**src/verilog/afb_pkg.sv**
```systemverilog
// Constants and types for the converter queue flush and analog bus master control
// How it works
// - Writing one to single flush bit 0 empties the single result queue; zero does nothing.
// - Writing one to scan flush bit 0 at 0x090 empties the scan queue.
// - Register 0x094 bits 9..2 hold per-half passive bits 4Y..1X, reset zero.
// - Active half: converter requests bus when any choice hits it, drives channel.
// - Passive half: no request, own channel choice ignored, monitor only.
// - Many peripherals may monitor one bus; one masters, others stay passive.
package afb_pkg;
    localparam int          ADDR_W        = 8;
    localparam int          DATA_W        = 32;
    localparam int          RES_W         = 16;
    localparam int          CH_W          = 5;
    localparam int          HALF_N        = 8;
    localparam int          Q_DEPTH       = 4;
    localparam int          CNT_W         = 3;
    localparam int          PTR_W         = 2;
    localparam logic [7:0]  OFS_SCAN_DATA = 8'h68;
    localparam logic [7:0]  OFS_BUS_REQ   = 8'h7c;
    localparam logic [7:0]  OFS_SGL_CNT   = 8'h84;
    localparam logic [7:0]  OFS_SCAN_CNT  = 8'h88;
    localparam logic [7:0]  OFS_SGL_FLUSH = 8'h8c;
    localparam logic [7:0]  OFS_SCAN_FLUSH = 8'h90;
    localparam logic [7:0]  OFS_PASSIVE   = 8'h94;
    localparam logic [7:0]  OFS_SGL_DATA  = 8'ha0;
    localparam int          FLUSH_BIT     = 0;
    localparam int          PASSIVE_LSB   = 2;
    localparam int          PASSIVE_MSB   = 9;
    localparam logic [7:0]  PASSIVE_RST   = 8'h00;
    localparam logic [4:0]  CH_RST        = 5'h00;

    typedef struct packed {
        logic            valid;
        logic [2:0]      half;
        logic [CH_W-1:0] ch;
    } afb_sel_type;

    typedef struct packed {
        logic             push;
        logic [RES_W-1:0] data;
    } afb_res_type;
endpackage : afb_pkg

```
**src/verilog/afb_bus_half.sv**
```systemverilog
// One analog bus half: request, channel drive and passive follow
`timescale 1ns/1ps
`default_nettype none
module afb_bus_half
    import afb_pkg::*;
(
    input  wire logic            clk,
    input  wire logic            rst,
    input  wire logic            passive,
    input  wire logic            hit,
    input  wire logic [CH_W-1:0] own_ch,
    input  wire logic [CH_W-1:0] fabric_ch,
    output var  logic            req,
    output var  logic [CH_W-1:0] drive_ch,
    output var  logic [CH_W-1:0] follow_ch
);
    logic [CH_W-1:0] sync1_q;
    logic [CH_W-1:0] sync2_q;
    logic            req_q;
    logic [CH_W-1:0] drive_q;

    assign req       = req_q;
    assign drive_ch  = drive_q;
    assign follow_ch = sync2_q;

    // Master channel from the fabric, two stages
    always_ff @(posedge clk or posedge rst)
    begin
        if (rst)
        begin
            sync1_q <= CH_RST;
            sync2_q <= CH_RST;
        end
        else
        begin
            sync1_q <= fabric_ch;
            sync2_q <= sync1_q;
        end
    end

    always_ff @(posedge clk or posedge rst)
    begin
        if (rst)
        begin
            req_q   <= 1'b0;
            drive_q <= CH_RST;
        end
        else
        begin
            req_q   <= hit && !passive;
            drive_q <= (hit && !passive) ? own_ch : CH_RST;
        end
    end

    a_passive_no_req: assert property (@(posedge clk) disable iff (rst)
        passive |=> !req_q)
        else $error("passive half raised a request");
    a_active_req: assert property (@(posedge clk) disable iff (rst)
        (hit && !passive) |=> req_q && (drive_q == $past(own_ch)))
        else $error("active half did not request or drive");
    a_follow_lag: assert property (@(posedge clk) disable iff (rst)
        ##2 1 |-> sync2_q == $past(fabric_ch, 2))
        else $error("followed channel not two cycles behind");
endmodule : afb_bus_half
`default_nettype wire

```
**src/verilog/afb_ctl.sv**
```systemverilog
// Register bank for queue flush and analog bus master control
//
// The implementer's own choice: the Avalon-MM register port.
`timescale 1ns/1ps
`default_nettype none
module afb_ctl
    import afb_pkg::*;
(
    input  wire logic                     clk,
    input  wire logic                     rst,
    input  wire logic [ADDR_W-1:0]        avs_address,
    input  wire logic                     avs_read,
    input  wire logic                     avs_write,
    input  wire logic [DATA_W-1:0]        avs_writedata,
    input  wire logic [3:0]               avs_byteenable,
    output var  logic [DATA_W-1:0]        avs_readdata,
    output var  logic                     avs_waitrequest,
    input  wire afb_res_type              single_res,
    input  wire afb_res_type              scan_res,
    input  wire afb_sel_type              positive_input_choice,
    input  wire afb_sel_type              negative_input_choice,
    input  wire afb_sel_type              scan_input_choice,
    input  wire logic [HALF_N*CH_W-1:0]   fabric_ch,
    output var  logic [HALF_N-1:0]        bus_req,
    output var  logic [HALF_N*CH_W-1:0]   bus_drive_ch,
    output var  logic [CH_W-1:0]          pos_ch,
    output var  logic [CH_W-1:0]          neg_ch,
    output var  logic [CH_W-1:0]          scan_ch
);
    logic                    wait_q;
    logic [DATA_W-1:0]       rdata_q;
    logic [HALF_N-1:0]       passive_q;
    logic [CH_W-1:0]         pos_ch_q;
    logic [CH_W-1:0]         neg_ch_q;
    logic [CH_W-1:0]         scan_ch_q;
    logic                    wr_done;
    logic                    rd_take;
    logic                    rd_done;
    logic                    sgl_flush;
    logic                    scan_flush;
    logic [CNT_W-1:0]        sgl_cnt;
    logic [CNT_W-1:0]        scan_cnt;
    logic [RES_W-1:0]        sgl_head;
    logic [RES_W-1:0]        scan_head;
    logic [HALF_N-1:0]       half_hit;
    logic [HALF_N-1:0]       half_req;
    logic [HALF_N*CH_W-1:0]  own_ch;
    logic [HALF_N*CH_W-1:0]  follow_ch;
    logic [DATA_W-1:0]       rdata_d;

    // Bus handshake: one wait cycle, then completion
    assign wr_done = avs_write && !wait_q;
    assign rd_take = avs_read && wait_q;
    assign rd_done = avs_read && !wait_q;

    assign avs_waitrequest = wait_q;
    assign avs_readdata    = rdata_q;
    assign pos_ch          = pos_ch_q;
    assign neg_ch          = neg_ch_q;
    assign scan_ch         = scan_ch_q;
    assign bus_req         = half_req;

    always_ff @(posedge clk or posedge rst)
    begin
        if (rst)
        begin
            wait_q <= 1'b1;
        end
        else
        begin
            wait_q <= !((avs_read || avs_write) && wait_q);
        end
    end

    // Flush strobes, only a one in bit 0 counts
    assign sgl_flush  = wr_done && (avs_address == OFS_SGL_FLUSH) && avs_byteenable[0]
                        && avs_writedata[FLUSH_BIT];
    assign scan_flush = wr_done && (avs_address == OFS_SCAN_FLUSH) && avs_byteenable[0]
                        && avs_writedata[FLUSH_BIT];

    // Passive bits, reserved bits dropped
    always_ff @(posedge clk or posedge rst)
    begin
        if (rst)
        begin
            passive_q <= PASSIVE_RST;
        end
        else if (wr_done && (avs_address == OFS_PASSIVE))
        begin
            if (avs_byteenable[0])
            begin
                passive_q[5:0] <= avs_writedata[7:PASSIVE_LSB];
            end
            if (avs_byteenable[1])
            begin
                passive_q[7:6] <= avs_writedata[PASSIVE_MSB:8];
            end
        end
    end

    always_comb
    begin
        rdata_d = '0;
        case (avs_address)
            OFS_PASSIVE:   rdata_d[PASSIVE_MSB:PASSIVE_LSB] = passive_q;
            OFS_BUS_REQ:   rdata_d[PASSIVE_MSB:PASSIVE_LSB] = half_req;
            OFS_SGL_CNT:   rdata_d[CNT_W-1:0] = sgl_cnt;
            OFS_SCAN_CNT:  rdata_d[CNT_W-1:0] = scan_cnt;
            OFS_SGL_DATA:  rdata_d[RES_W-1:0] = sgl_head;
            OFS_SCAN_DATA: rdata_d[RES_W-1:0] = scan_head;
            default:       rdata_d = '0;
        endcase
    end

    always_ff @(posedge clk or posedge rst)
    begin
        if (rst)
        begin
            rdata_q <= '0;
        end
        else if (rd_take)
        begin
            rdata_q <= rdata_d;
        end
    end

    afb_queue u_single_q (
        .clk   (clk),
        .rst   (rst),
        .res   (single_res),
        .pop   (rd_done && (avs_address == OFS_SGL_DATA)),
        .flush (sgl_flush),
        .count (sgl_cnt),
        .head  (sgl_head)
    );

    afb_queue u_scan_q (
        .clk   (clk),
        .rst   (rst),
        .res   (scan_res),
        .pop   (rd_done && (avs_address == OFS_SCAN_DATA)),
        .flush (scan_flush),
        .count (scan_cnt),
        .head  (scan_head)
    );

    // Which halves the input choices land on; positive is applied last and wins
    always_comb
    begin
        half_hit = '0;
        own_ch   = '0;
        for (int i = 0; i < HALF_N; i++)
        begin
            if (scan_input_choice.valid && (scan_input_choice.half == 3'(i)))
            begin
                half_hit[i]               = 1'b1;
                own_ch[i*CH_W +: CH_W]    = scan_input_choice.ch;
            end
            if (negative_input_choice.valid && (negative_input_choice.half == 3'(i)))
            begin
                half_hit[i]               = 1'b1;
                own_ch[i*CH_W +: CH_W]    = negative_input_choice.ch;
            end
            if (positive_input_choice.valid && (positive_input_choice.half == 3'(i)))
            begin
                half_hit[i]               = 1'b1;
                own_ch[i*CH_W +: CH_W]    = positive_input_choice.ch;
            end
        end
    end

    for (genvar g = 0; g < HALF_N; g++)
    begin : g_half
        afb_bus_half u_half (
            .clk       (clk),
            .rst       (rst),
            .passive   (passive_q[g]),
            .hit       (half_hit[g]),
            .own_ch    (own_ch[g*CH_W +: CH_W]),
            .fabric_ch (fabric_ch[g*CH_W +: CH_W]),
            .req       (half_req[g]),
            .drive_ch  (bus_drive_ch[g*CH_W +: CH_W]),
            .follow_ch (follow_ch[g*CH_W +: CH_W])
        );
    end

    // Channel the converter really uses: own or the bus master's
    function automatic logic [CH_W-1:0] eff_ch(input afb_sel_type s, input logic [HALF_N-1:0] pas,
                                               input logic [HALF_N*CH_W-1:0] fol);
        eff_ch = s.ch;
        if (s.valid && pas[s.half])
        begin
            eff_ch = fol[s.half*CH_W +: CH_W];
        end
    endfunction : eff_ch

    always_ff @(posedge clk or posedge rst)
    begin
        if (rst)
        begin
            pos_ch_q  <= CH_RST;
            neg_ch_q  <= CH_RST;
            scan_ch_q <= CH_RST;
        end
        else
        begin
            pos_ch_q  <= eff_ch(positive_input_choice, passive_q, follow_ch);
            neg_ch_q  <= eff_ch(negative_input_choice, passive_q, follow_ch);
            scan_ch_q <= eff_ch(scan_input_choice, passive_q, follow_ch);
        end
    end

    a_wait_one_cycle: assert property (@(posedge clk) disable iff (rst)
        ((avs_read || avs_write) && wait_q) |=> !wait_q ##1 wait_q)
        else $error("waitrequest not low for exactly one cycle");
    a_sgl_flush_cnt: assert property (@(posedge clk) disable iff (rst)
        sgl_flush |=> sgl_cnt == '0)
        else $error("single count not zero after flush");
    a_scan_flush_cnt: assert property (@(posedge clk) disable iff (rst)
        scan_flush |=> scan_cnt == '0)
        else $error("scan count not zero after flush");
    a_zero_no_flush: assert property (@(posedge clk) disable iff (rst)
        (wr_done && (avs_address == OFS_SCAN_FLUSH) && !avs_writedata[FLUSH_BIT]) |-> !scan_flush)
        else $error("zero write flushed scan queue");
    a_passive_write: assert property (@(posedge clk) disable iff (rst)
        (wr_done && (avs_address == OFS_PASSIVE) && (avs_byteenable[1:0] == 2'b11))
        |=> passive_q == $past(avs_writedata[PASSIVE_MSB:PASSIVE_LSB]))
        else $error("passive bits did not take write");
    a_passive_follow: assert property (@(posedge clk) disable iff (rst)
        (positive_input_choice.valid && passive_q[positive_input_choice.half])
        |=> pos_ch_q == $past(follow_ch[positive_input_choice.half*CH_W +: CH_W]))
        else $error("passive positive channel not from bus master");
    a_sgl_zero_keep: assert property (@(posedge clk) disable iff (rst)
        (wr_done && (avs_address == OFS_SGL_FLUSH) && !avs_writedata[FLUSH_BIT])
        |=> sgl_cnt >= $past(sgl_cnt))
        else $error("zero write lowered single count");
    a_scan_zero_keep: assert property (@(posedge clk) disable iff (rst)
        (wr_done && (avs_address == OFS_SCAN_FLUSH) && !avs_writedata[FLUSH_BIT])
        |=> scan_cnt >= $past(scan_cnt))
        else $error("zero write lowered scan count");
    a_passive_silent: assert property (@(posedge clk) disable iff (rst)
        1'b1 |=> (half_req & $past(passive_q)) == '0)
        else $error("passive half still requested");
    a_active_own: assert property (@(posedge clk) disable iff (rst)
        (positive_input_choice.valid && !passive_q[positive_input_choice.half])
        |=> pos_ch_q == $past(positive_input_choice.ch))
        else $error("active positive channel not own choice");
    a_req_status: assert property (@(posedge clk) disable iff (rst)
        (rd_take && (avs_address == OFS_BUS_REQ))
        |=> avs_readdata[PASSIVE_MSB:PASSIVE_LSB] == $past(half_req))
        else $error("request status read wrong");
    a_reserved_zero: assert property (@(posedge clk) disable iff (rst)
        (rd_take && (avs_address == OFS_PASSIVE))
        |=> (avs_readdata[DATA_W-1:PASSIVE_MSB+1] == '0) && (avs_readdata[PASSIVE_LSB-1:0] == '0))
        else $error("reserved passive bits read nonzero");
endmodule : afb_ctl
`default_nettype wire

```
**src/verilog/afb_queue.sv**
```systemverilog
// Result queue with flush, pop and unread count
`timescale 1ns/1ps
`default_nettype none
module afb_queue
    import afb_pkg::*;
(
    input  wire logic             clk,
    input  wire logic             rst,
    input  wire afb_res_type      res,
    input  wire logic             pop,
    input  wire logic             flush,
    output var  logic [CNT_W-1:0] count,
    output var  logic [RES_W-1:0] head
);
    logic [RES_W-1:0] mem [Q_DEPTH];
    logic [PTR_W-1:0] wr_ptr_q;
    logic [PTR_W-1:0] rd_ptr_q;
    logic [CNT_W-1:0] cnt_q;
    logic             do_push;
    logic             do_pop;

    // Full queue drops new results; empty queue ignores pops
    assign do_push = res.push && (cnt_q != CNT_W'(Q_DEPTH)) && !flush;
    assign do_pop  = pop && (cnt_q != '0) && !flush;
    assign count   = cnt_q;
    assign head    = mem[rd_ptr_q];

    always_ff @(posedge clk)
    begin
        if (do_push)
        begin
            mem[wr_ptr_q] <= res.data;
        end
    end

    always_ff @(posedge clk or posedge rst)
    begin
        if (rst)
        begin
            wr_ptr_q <= '0;
            rd_ptr_q <= '0;
            cnt_q    <= '0;
        end
        else if (flush)
        begin
            wr_ptr_q <= '0;
            rd_ptr_q <= '0;
            cnt_q    <= '0;
        end
        else
        begin
            if (do_push)
            begin
                wr_ptr_q <= wr_ptr_q + PTR_W'(1);
            end
            if (do_pop)
            begin
                rd_ptr_q <= rd_ptr_q + PTR_W'(1);
            end
            cnt_q <= cnt_q + CNT_W'(do_push) - CNT_W'(do_pop);
        end
    end

    a_flush_empties: assert property (@(posedge clk) disable iff (rst)
        flush |=> (cnt_q == '0) && (rd_ptr_q == '0) && (wr_ptr_q == '0))
        else $error("queue not empty after flush");
    a_count_bounded: assert property (@(posedge clk) disable iff (rst)
        cnt_q <= CNT_W'(Q_DEPTH))
        else $error("queue count over depth");
    a_push_counts: assert property (@(posedge clk) disable iff (rst)
        (do_push && !do_pop) |=> cnt_q == $past(cnt_q) + CNT_W'(1))
        else $error("push did not raise count");
endmodule : afb_queue
`default_nettype wire
```
**config.mk**
```make
export PLATFORM = sky130hd
export DESIGN_NAME = afb_ctl
export DESIGN_NICKNAME = d
export VERILOG_FILES = /design/src/verilog/afb_pkg.sv /design/src/verilog/afb_bus_half.sv /design/src/verilog/afb_ctl.sv /design/src/verilog/afb_queue.sv
export SDC_FILE = /design/constraint.sdc
export NUM_CORES = 1
export LEC_CHECK = 0
export ABC_AREA = 1
export BUFFER_PORTS_ARGS = -buffer_cell sky130_fd_sc_hd__buf_4
export CAP_MARGIN = 20
export CORE_MARGIN = 2
export CORE_UTILIZATION = 50
export CTS_BUF_LIST = sky130_fd_sc_hd__clkbuf_8 sky130_fd_sc_hd__clkbuf_16
export CTS_CLUSTER_DIAMETER = 30
export DETAILED_ROUTE_END_ITERATION = 8
export PLACE_DENSITY = 0.73
export SKIP_CTS_REPAIR_TIMING = 1
export SLEW_MARGIN = 20
export SYNTH_ARGS = -nofsm -noshare
export SYNTH_HDL_FRONTEND = slang
export SYNTH_SLANG_ARGS = --single-unit
```
**constraint.sdc**
```tcl
create_clock -name clk -period 8.9 [get_ports clk]
set_input_delay 1.78 -clock clk [delete_from_list [all_inputs] [get_ports clk]]
set_output_delay 1.78 -clock clk [all_outputs]
set_load 0.01 [all_outputs]
```
Word-level counts from Yosys, hierarchy flattened. Memories as Yosys holds them, arrays and structs flattened. Index checks and enable logic that the tools add are counted.

Register bits: 182. RAM bits: 128. Output and inout bits: 96. Logic and storage cells: 258. Memories: 2.

Add/subtract/negate cells: 8. Multipliers: 3. $lt $le $gt $ge: 3. Equal/unequal tests: 31. Shifts and indexed selects: 3. Muxes and demuxes: 83. Reduce and logical (&&, ||, !) cells: 80.

Memories: u_scan_q.mem (depth 4, bits a word 16, rd ports 1, clocked after Yosys merged registers in 0, wr ports 1, line afb_queue.sv:15) `logic [RES_W-1:0] mem [Q_DEPTH];`; u_single_q.mem (depth 4, bits a word 16, rd ports 1, clocked after Yosys merged registers in 0, wr ports 1, line afb_queue.sv:15).

Operators with widths (count): 5-bit 2-to-1 mux (35); 40-bit by 7-bit indexed part select with 5-bit output (3); 1-bit logical AND (56); 8-bit == test, second input constant (6); 3-bit == test, second input constant (12); 1-bit 2-to-1 mux (31); 7-bit case mux with 4 select lines (1); 3-bit by 2-bit == test with 1-bit output, second input constant (6); 3-bit by 3-bit multiplier with 6-bit output, second input constant (3); 8-bit by 7-bit == test with 1-bit output, second input constant (2); 2-bit 2-to-1 mux (8); 1-bit logical NOT (12); 3-bit by 4-bit less-than comparator with 1-bit output, second input constant (3); 6-bit case mux with 2 select lines (1); 1-bit binary-select mux with 3-bit select (3); 3-bit by 1-bit == test with 1-bit output, second input constant (3); 3-bit logical NOT (3); 2-bit by 1-bit adder with 2-bit output, second input constant (4); 2-bit case mux with 4 select lines (1); 2-bit nonzero test (4); 3-bit by 1-bit adder with 3-bit output (2); 3-bit 2-to-1 mux (2); 3-bit != test, second input constant (2); 1-bit case mux with 6 select lines (1); 4 further kinds (7).

Logic depth before layout (Yosys ltp). Gate-level depths: netlist of the first run.

Word-level depth: 10. Mapped depth: 15. Mapped depth without buffers: 14.

By module. A second synthesis of the first run with hierarchy kept.

Cell total of the unflattened synthesis: 1460. Area, all modules: 13874.6 um2.

By module, submodules not included: afb_queue (instances 2, cells each 216, area each 2887.8 um2); afb_ctl (instances 1, cells each 788, area each 4455.5 um2); afb_bus_half (instances 8, cells each 30, area each 455.4 um2).

Worst setup path before layout of the first run. Ideal clock, no wire load.

Path kind: input to register. Start point: input port avs_address[1]. End point: register u_single_q.cnt_q[2], in the netlist u_single_q.count[2]. Library setup time: 0.114 ns. Data arrival time: 3.544 ns. Required time: 8.786 ns. Path slack: 5.242 ns. Stages: 14. Buffers on the path: 1. Cells stage by stage: nor2_1 -> nand2_1 -> nor2_4 -> buf_4 -> nand2_1 -> inv_1 -> ha_1 -> inv_1 -> ha_1 -> inv_1 -> fa_1 -> xnor2_1 -> nand2_1 -> inv_1.

Cells in the longest elaborated chain, start to end: 9.

Ends and longest elaborated chain: start, declared (line afb_ctl.sv:11) `input wire logic [ADDR_W-1:0] avs_address,`; 8-bit == test (line afb_ctl.sv:76) `assign sgl_flush = wr_done && (avs_address == OFS_SGL_FLUSH) && avs_byteenable[0]`; 1-bit logical AND (2 in a row) (line afb_ctl.sv:76); 1-bit logical AND (line afb_ctl.sv:77) `&& avs_writedata[FLUSH_BIT];`; 1-bit logical NOT (line afb_queue.sv:23, afb_queue.sv:24); 1-bit logical AND (line afb_queue.sv:23) `assign do_push = res.push && (cnt_q != CNT_W'(Q_DEPTH)) && !flush;`; 3-bit by 1-bit adder with 3-bit output (line afb_queue.sv:60) `cnt_q <= cnt_q + CNT_W'(do_push) - CNT_W'(do_pop);`; 3-bit by 1-bit subtractor with 3-bit output (line afb_queue.sv:60); 3-bit 2-to-1 mux (*) (line afb_queue.sv:44) `else if (flush)`; end signal, assigned (line afb_queue.sv:60); end, declared (line afb_queue.sv:18) `logic [CNT_W-1:0] cnt_q;`.

Every way passes the cells marked *; elsewhere a longest branch is shown, timed or not. A chain may end at the register's enable or synchronous reset.

Worst setup path in the final report of the first run. Same ends and word-level chain as after synthesis.

==> impl_metrics.csv, run 1 <==
group,metric,value,unit
outcome,outcome,"complete, no violations",
finish,post_route_cells_drive_above_1_share,21.2,%
place,dp_slack,4.79,ns
route,detailedRoute.firstIterationViolations,944,
logic_synthesis,synth_compound_gate_area_share,9.21,%
logic_synthesis,count_of_mapped_cells_out_of_synthesis,1444,
place,port_buffers,203,
clock_network,ctsLongestPathBuffers,3,
finish,nNetsFinal,1805,
clock_network,clkTransAtPathRegs,0.06,ns
hold_path,worst_hold_path_type,"reg2reg",
sta,slew-limit-headroom,25.1,%
clock_network,clock-sinks,310,
sta,totalNegativeSetupSlack,0,ns
route,num_vias,10900,
die,placeableCoreArea,26800,sq um
global_routing,grt_ovf,0,
global_routing,groute.layer.met2.usage,39.6,%
logic_synthesis,synth_top_cell_by_area,"sky130_fd_sc_hd__dfrtp_1",
worst_setup_path,rr_worst_depth,8,
sta,worstMarginPinSlew,1.12,ns
logic_synthesis,synth_xor_area_share,0.258,%
route,ant_nets,0,
clock_network,cts_inserted_buffers,51,
clock_network,cts_root_buf,"sky130_fd_sc_hd__clkbuf_16",
place,place.gp.congestion,0.932,
die,die-height,169,um
finish,final_std_cell_area_no_fill,17000,sq um
logic_synthesis,synth_area_leaders,"sky130_fd_sc_hd__dfrtp_1 33%, sky130_fd_sc_hd__edfxtp_1 28%, sky130_fd_sc_hd__nand2_1 10%",
route,detail_route.wirelength,36.0,mm
worst_setup_path,reg2reg_setup_slack,6.52,ns
sta,worst_hold_slack,0.342,ns
hold_path,worst_hold_path.endpoint,"g_half[1].u_half.follow_ch[2]",
sta,report.final.hold_viol_count,0,
flow_run,cap_viol_max_count,0,
hold_path,timing.hold.worst_path_depth,0,
global_routing,maximum_number_of_pins_on_one_net_before_global_route_repair,115,
global_routing,grt_util_all_layers,25.4,%
global_routing,use_met3,5.00,%
sta,clock-skew-final,0.0233,ns
logic_synthesis,synth_mux_area_share,0,%
route,average_vias_per_placed_instance,5.35,
global_routing,grt.busiest_layer,"met2",
logic_synthesis,yosysWarnings,0,
sta,drv_slew,0,
worst_setup_path,critical_path_required,9.38,ns
sta,clock.fmax,281,MHz
clock_network,cts_htree_levels,2,
logic_synthesis,ys.flop_type,"sky130_fd_sc_hd__dfrtp_1",
finish,area.growth.synth_to_final,25.1,%
global_routing,grt_pass1_vias,10800,
worst_setup_path,critical_path.reg2reg.endpoint,"avs_readdata[0]",
logic_synthesis,synth_fa_ha_area_share,1.40,%
die,rows,60,
die,initial_core_util,50.8,%
die,die_w,169,um
logic_synthesis,synth_top_cell_area_share,33.3,%
die,total_die_area,28500,sq um
logic_synthesis,ys_async_sr_fraction,58.7,%
worst_setup_path,path_max_fanout,18,
clock_network,worstSkewPairLatency,0.56,ns
logic_synthesis,yosys.area_share.simple,21.0,%
global_routing,grt_first_pass_wirelength,56.4,mm
worst_setup_path,worst_ep_arrival_time,4.05,ns
clock_network,cts_tree,"done",
sta,unrepaired_setup_endpoints_after_global_routing,"false",
global_routing,antenna_violations_before_repair,3,
worst_setup_path,criticalPathCategory,"in2reg",
route,firstDrtPassIters,6,
logic_synthesis,netlist-cell-type-count,36,
global_routing,groute.layer.met1.usage,34.9,%
worst_setup_path,start_of_the_worst_register_to_register_path,"u_single_q.rd_ptr_q[1]",
pwr,worst_ir_drop_vdd,0.158,mV
logic_synthesis,post_synth.cell_area_avg,9.42,sq um
pwr,power.density,252,nW/um^2
route,drcViolationCount,0,
sta,finalCritPeriodShare,40.0,%
place,area_post_placement,15200,sq um
finish,layout.cells.non_filler,2028,
logic_synthesis,ys_seq_elements,310,
route,route.detailed.wl_per_inst,17.7,um
pwr,cellLeakagePower,7.76,nW
die,io_pins,245,
logic_synthesis,synth_seq_area_share,61.7,%
logic_synthesis,post_synth_edffs,128,
worst_setup_path,timing.critical_path.from_type,"input pin",
place,placed_insts,1930,
logic_synthesis,synth_top_family_by_area,"simple AND/OR/NAND/NOR gates",
logic_synthesis,synth_area,13600,sq um
sta,worst_slack,5.34,ns
worst_setup_path,end_kind,"register",
hold_path,worst_hold_startpoint,"g_half[1].u_half.sync1_q[2]",
sta,setup_viol,0,
sta,final.min_clock_period,3.56,ns
place,dp_hpwl,24.6,mm
per-stage QoR:
stage	util [%]	total power (W)
2_1_floorplan	-	0.00210
3_3_place_gp	56.8	0.00230
3_5_place_dp	56.8	0.00232
4_1_cts	63.5	0.00431
5_1_grt	63.5	0.00446
6_report	63.5	0.00429
worst max-delay path by stage:
stage	startpoint	endpoint	depth (start not counted)
6_report	avs_address[1]	u_single_q.count[2]	14
5_1_grt	avs_address[1]	u_single_q.count[2]	14
4_1_cts	avs_address[1]	u_single_q.count[2]	14
3_5_place_dp	avs_address[1]	u_single_q.count[2]	14
3_3_place_gp	avs_address[1]	u_single_q.count[2]	14
2_1_floorplan	rst	avs_readdata[0]	1
kinds of logic (layout without fill, tap and decap cells):
logic type / after synthesis / after routing
AOI/OAI and AO/OA: 239 / 239
other: 1 / 18
buffers and inverters: 188 / 414
DFF: 310 / 310
xor gates and xnor gates: 4 / 4
adders and majority gates: 14 / 14
and+or+nand+nor: 688 / 688
placed cells by master, fill, tap and decap left out, types with 8 or more instances in the layout:
master	synthesis	layout
sky130_fd_sc_hd__o21ai_0	121	121
sky130_fd_sc_hd__buf_4	29	206
sky130_fd_sc_hd__ha_1	12	12
sky130_fd_sc_hd__clkinvlp_4	0	8
sky130_fd_sc_hd__inv_1	92	91
sky130_fd_sc_hd__dfrtp_1	181	180
sky130_fd_sc_hd__inv_2	16	16
sky130_fd_sc_hd__nand4_1	30	30
sky130_fd_sc_hd__clkinv_2	0	11
sky130_fd_sc_hd__o21ai_1	18	18
sky130_fd_sc_hd__nand3_1	69	69
sky130_fd_sc_hd__conb_1	1	16
sky130_fd_sc_hd__a21oi_1	82	82
sky130_fd_sc_hd__clkbuf_16	0	53
sky130_fd_sc_hd__edfxtp_1	128	128
sky130_fd_sc_hd__nor2_1	186	177
sky130_fd_sc_hd__nor2_2	5	14
sky130_fd_sc_hd__nand2_1	380	380
worst max-delay path: stages:
cell and delay (ns):
sky130_fd_sc_hd__buf_4 0.12, sky130_fd_sc_hd__nor2_1 0.18, sky130_fd_sc_hd__nand2_1 0.16, sky130_fd_sc_hd__nor2_4 0.43, sky130_fd_sc_hd__nand2_1 0.14, sky130_fd_sc_hd__inv_1 0.08
sky130_fd_sc_hd__ha_1 0.22, sky130_fd_sc_hd__inv_1 0.06, sky130_fd_sc_hd__ha_1 0.14, sky130_fd_sc_hd__inv_1 0.05, sky130_fd_sc_hd__fa_1 0.39, sky130_fd_sc_hd__xnor2_1 0.18
sky130_fd_sc_hd__nand2_1 0.07, sky130_fd_sc_hd__inv_1 0.05
routing by layer:
metal,wire length [um],part of all wire [%]
met1,14800,41
met2,16600,46
met3,3340,9.3
met4,1220,3.4
met5,16,0.044
synthesized netlist by cell type, types with 2 or more instances:
cell / number
sky130_fd_sc_hd__inv_1: 92
sky130_fd_sc_hd__dfrtp_1: 181
sky130_fd_sc_hd__inv_2: 16
sky130_fd_sc_hd__nor2_1: 186
sky130_fd_sc_hd__o21ai_0: 121
sky130_fd_sc_hd__o21ai_1: 18
sky130_fd_sc_hd__nand3_2: 2
sky130_fd_sc_hd__buf_1: 2
sky130_fd_sc_hd__ha_1: 12
sky130_fd_sc_hd__o21ai_2: 6
sky130_fd_sc_hd__a22oi_1: 6
sky130_fd_sc_hd__nor2_4: 5
sky130_fd_sc_hd__nand2_2: 6
sky130_fd_sc_hd__edfxtp_1: 128
sky130_fd_sc_hd__buf_4: 29
sky130_fd_sc_hd__a21oi_2: 4
sky130_fd_sc_hd__nand2_1: 380
sky130_fd_sc_hd__nor2_2: 5
sky130_fd_sc_hd__clkinv_1: 4
sky130_fd_sc_hd__a21oi_1: 82
sky130_fd_sc_hd__nand4_1: 30
sky130_fd_sc_hd__clkbuf_1: 12
sky130_fd_sc_hd__buf_2: 32
sky130_fd_sc_hd__fa_1: 2
sky130_fd_sc_hd__xnor2_1: 4
sky130_fd_sc_hd__nand3_1: 69
layout make-up:
class / instances / area, sq um
antenna: 2 / 5.00
clock buffer: 56 / 1370
clock inverter: 40 / 422
fill: 2166 / 9780
inverter: 112 / 428
multi-input combinational: 961 / 4420
sequential: 310 / 8400
tap: 341 / 427
timing repair buffer: 206 / 1550
sequential cells by signal (all words and copies together) (netlist names), 8 cells and up:
signal / count
avs_readdata: 16
g_half.u_half.drive_ch: 40
g_half.u_half.follow_ch: 40
g_half.u_half.req: 8
g_half.u_half.sync1_q: 40
passive_q: 8
u_scan_q.mem: 64
u_single_q.mem: 64
power by group:
| group | switching (W) | leakage (nW) | internal, W | total [W] |
|---|---|---|---|---|
| Sequential | 0.0000816 | 3.39 | 0.00169 | 0.00177 |
| Combinational | 0.000351 | 3.51 | 0.000184 | 0.000536 |
| Clock | 0.000709 | 0.864 | 0.00127 | 0.00198 |
Power figures use the tool's default switching activity.
==> inputs of run 2 (changes only) <==
Clock period 8.9 ns to 3.5 ns, I/O delays scaled along.
==> run 2 against run 1 <==
Net effect:
- setup slack got worse by 4.1 ns
- wire length is 0.70% higher
- critical path depth down 2
- utilization rose by 1.0 points
- cell count increased by 1.2%
- global-route usage hardly changed
- die area unchanged
- clock skew down 0.0069 ns
- hold slack worse by 0.17 ns
- clock power rose to 2.7 times the previous value
- power increased to 2.6 times the previous value
- critical path type is now reg2reg
- largest cell class unchanged
- largest power group unchanged
==> impl_metrics.csv, run 2 (synthesis results as in run 1) <==
group,metric,value,unit
outcome,outcome,"complete, no violations",
worst_setup_path,cp_slowest_cell,"sky130_fd_sc_hd__dfstp_2",
clock_network,cts_root_buf,"sky130_fd_sc_hd__clkbuf_16",
pwr,seqPwrFrac,39.9,%
sta,clock.fmax,448,MHz
finish,final-seq-area,8400,sq um
finish,layout.cells.most_common_list,"380 x sky130_fd_sc_hd__nand2_1, 224 x sky130_fd_sc_hd__buf_4, 186 x sky130_fd_sc_hd__nor2_1",
worst_setup_path,worst_ep_arrival_time,2.68,ns
worst_setup_path,end_kind,"register",
worst_setup_path,timing.critical_path.slowest_cell_delay,0.60,ns
sta,setup_viol,0,
flow_run,cap_viol_max_count,0,
finish,largest_registers,"u_scan_q.mem x64, u_single_q.mem x64",
clock_network,cts_htree_levels,2,
place,area_post_placement,15400,sq um
worst_setup_path,setup_crit_start,"avs_waitrequest",
worst_setup_path,rr_worst_depth,12,
die,io_pins,245,
sta,slew-limit-headroom,49.1,%
route,detail_route.wirelength,36.2,mm
sta,finalCritPeriodShare,63.8,%
place,port_buffers,203,
worst_setup_path,critical_path_required,3.95,ns
pwr,share_clk_of_total_power,47.6,%
pwr,power.density,650,nW/um^2
sta,worstMarginPinSlew,0.763,ns
finish,final_std_cell_area_no_fill,17300,sq um
clock_network,cts_tree,"done",
die,rows,60,
global_routing,grt_ovf,0,
worst_setup_path,path_cells,"inv_1 > nand2_1 > a31oi_1 > and2_1 > ha_1 > inv_1 > ha_1 > inv_1 > fa_1 > xnor2_1 > nand2_1 > inv_1",
sta,unrepaired_setup_endpoints_after_global_routing,"false",
sta,final.min_clock_period,2.23,ns
worst_setup_path,timing.critical_path.from_type,"register",
worst_setup_path,crit_buf_inv,4,
worst_setup_path,reg2reg_setup_slack,1.27,ns
die,die-height,169,um
clock_network,worstSkewPairLatency,0.56,ns
sta,clock-skew-final,0.0164,ns
worst_setup_path,crit_path_frequent_cell,"sky130_fd_sc_hd__inv_1",
pwr,p_sw,0.00298,W
global_routing,grt_util_all_layers,25.4,%
die,die_w,169,um
global_routing,maximum_number_of_pins_on_one_net_before_global_route_repair,88,
hold_path,worst_hold_path_type,"in2async",
global_routing,antenna_violations_before_repair,4,
route,route.detailed.wl_per_inst,17.6,um
route,average_vias_per_placed_instance,5.33,
die,total_die_area,28500,sq um
global_routing,grt_first_pass_wirelength,56.2,mm
worst_setup_path,cp_top_family,"adder cells",
pwr,p_int,0.00826,W
worst_setup_path,criticalPathCategory,"reg2reg",
finish,layout.cells.most_common,"sky130_fd_sc_hd__nand2_1",
sta,totalNegativeSetupSlack,0,ns
route,drcViolationCount,0,
finish,multi_input_area,4400,sq um
die,placeableCoreArea,26800,sq um
worst_setup_path,path_max_fanout,6,
route,firstDrtPassIters,6,
sta,drv_slew,0,
route,detailedRoute.firstIterationViolations,974,
route,num_vias,10900,
worst_setup_path,start_of_the_worst_register_to_register_path,"avs_waitrequest",
place,dp_hpwl,24.9,mm
die,initial_core_util,50.8,%
pwr,worst_ir_drop_vdd,0.427,mV
clock_network,clkTransAtPathRegs,0.06,ns
place,place.gp.congestion,0.934,
finish,nNetsFinal,1827,
sta,worst_hold_slack,0.177,ns
finish,layout.filler_cells,2110,
clock_network,clock-sinks,310,
pwr,pwr-share-comb,12.5,%
route,ant_nets,0,
pwr,swShare,26.5,%
sta,report.final.hold_viol_count,0,
pwr,cellLeakagePower,7.96,nW
clock_network,ctsLongestPathBuffers,3,
clock_network,cts_inserted_buffers,53,
finish,postLayoutCoreUtil,64.5,%
finish,area.growth.synth_to_final,27.1,%
finish,post_route_cells_drive_above_1_share,21.6,%
worst_setup_path,critical_path.reg2reg.endpoint,"u_scan_q.count[2]",
global_routing,grt_pass1_vias,10600,
[run 2: cell types whose count changed in the layout (fill, tap and decap cells not counted), moves of 3 or more]
cell | before | now
sky130_fd_sc_hd__clkinv_8 | 2 | 5
sky130_fd_sc_hd__nor2_2 | 14 | 5
sky130_fd_sc_hd__clkinvlp_4 | 8 | 5
sky130_fd_sc_hd__inv_1 | 91 | 96
sky130_fd_sc_hd__nor2_1 | 177 | 186
sky130_fd_sc_hd__clkinv_2 | 11 | 7
sky130_fd_sc_hd__buf_4 | 206 | 224
sky130_fd_sc_hd__inv_6 | 3 | 6
[run 2: how the worst max path moves through the flow]
| stage | slack (ns) | cells after the start | to |
|---|---|---|---|
| final | 1.27 | 12 | u_scan_q.count[2] |
| after global routing | 1.10 | 12 | u_scan_q.count[2] |
| after CTS | 1.27 | 12 | u_scan_q.count[2] |
| after detailed placement | 0.83 | 13 | u_scan_q.count[2] |
| after global placement | 0.85 | 13 | u_scan_q.count[1] |
| after floorplan | 0.46 | 1 | avs_readdata[0] |
[run 2: cell type report]
class | instances | area share (%)
sequential | 310 | 48.6
multi-input combinational | 961 | 25.4
timing repair buffer | 226 | 9.96
clock buffer | 57 | 8.05
clock inverter | 43 | 3.02
tap | 341 | 2.47
inverter | 112 | 2.45
antenna | 3 | 0.0434
[run 2: power groups by stage]
stage	Sequential, W	Clock [W]	Combinational, W
floorplan	0.00452	0	0.000834
global placement	0.00453	0	0.00135
detailed placement	0.00454	0	0.00139
CTS	0.00448	0.00542	0.00140
global route	0.00452	0.00561	0.00158
finish	0.00449	0.00535	0.00140
[run 2: stage by stage]
stage / setup slack (ns) / power [W] / std cells
after CTS: 1.27 / 0.0113 / 2050
after floorplan: 0.464 / 0.00535 / 1459
final: 1.27 / 0.0112 / 2053
after global placement: 0.854 / 0.00588 / 1950
after detailed placement: 0.826 / 0.00593 / 1950
after global routing: 1.10 / 0.0117 / 2052
[run 2: metal layers]
metal,vias up,global-route usage (%),wire (um)
met2,515,40.4,16900
met5,-,0,13
met1,5177,35.2,15400
met3,85,4.16,2800
li1,5168,-,-
met4,2,10.3,1120
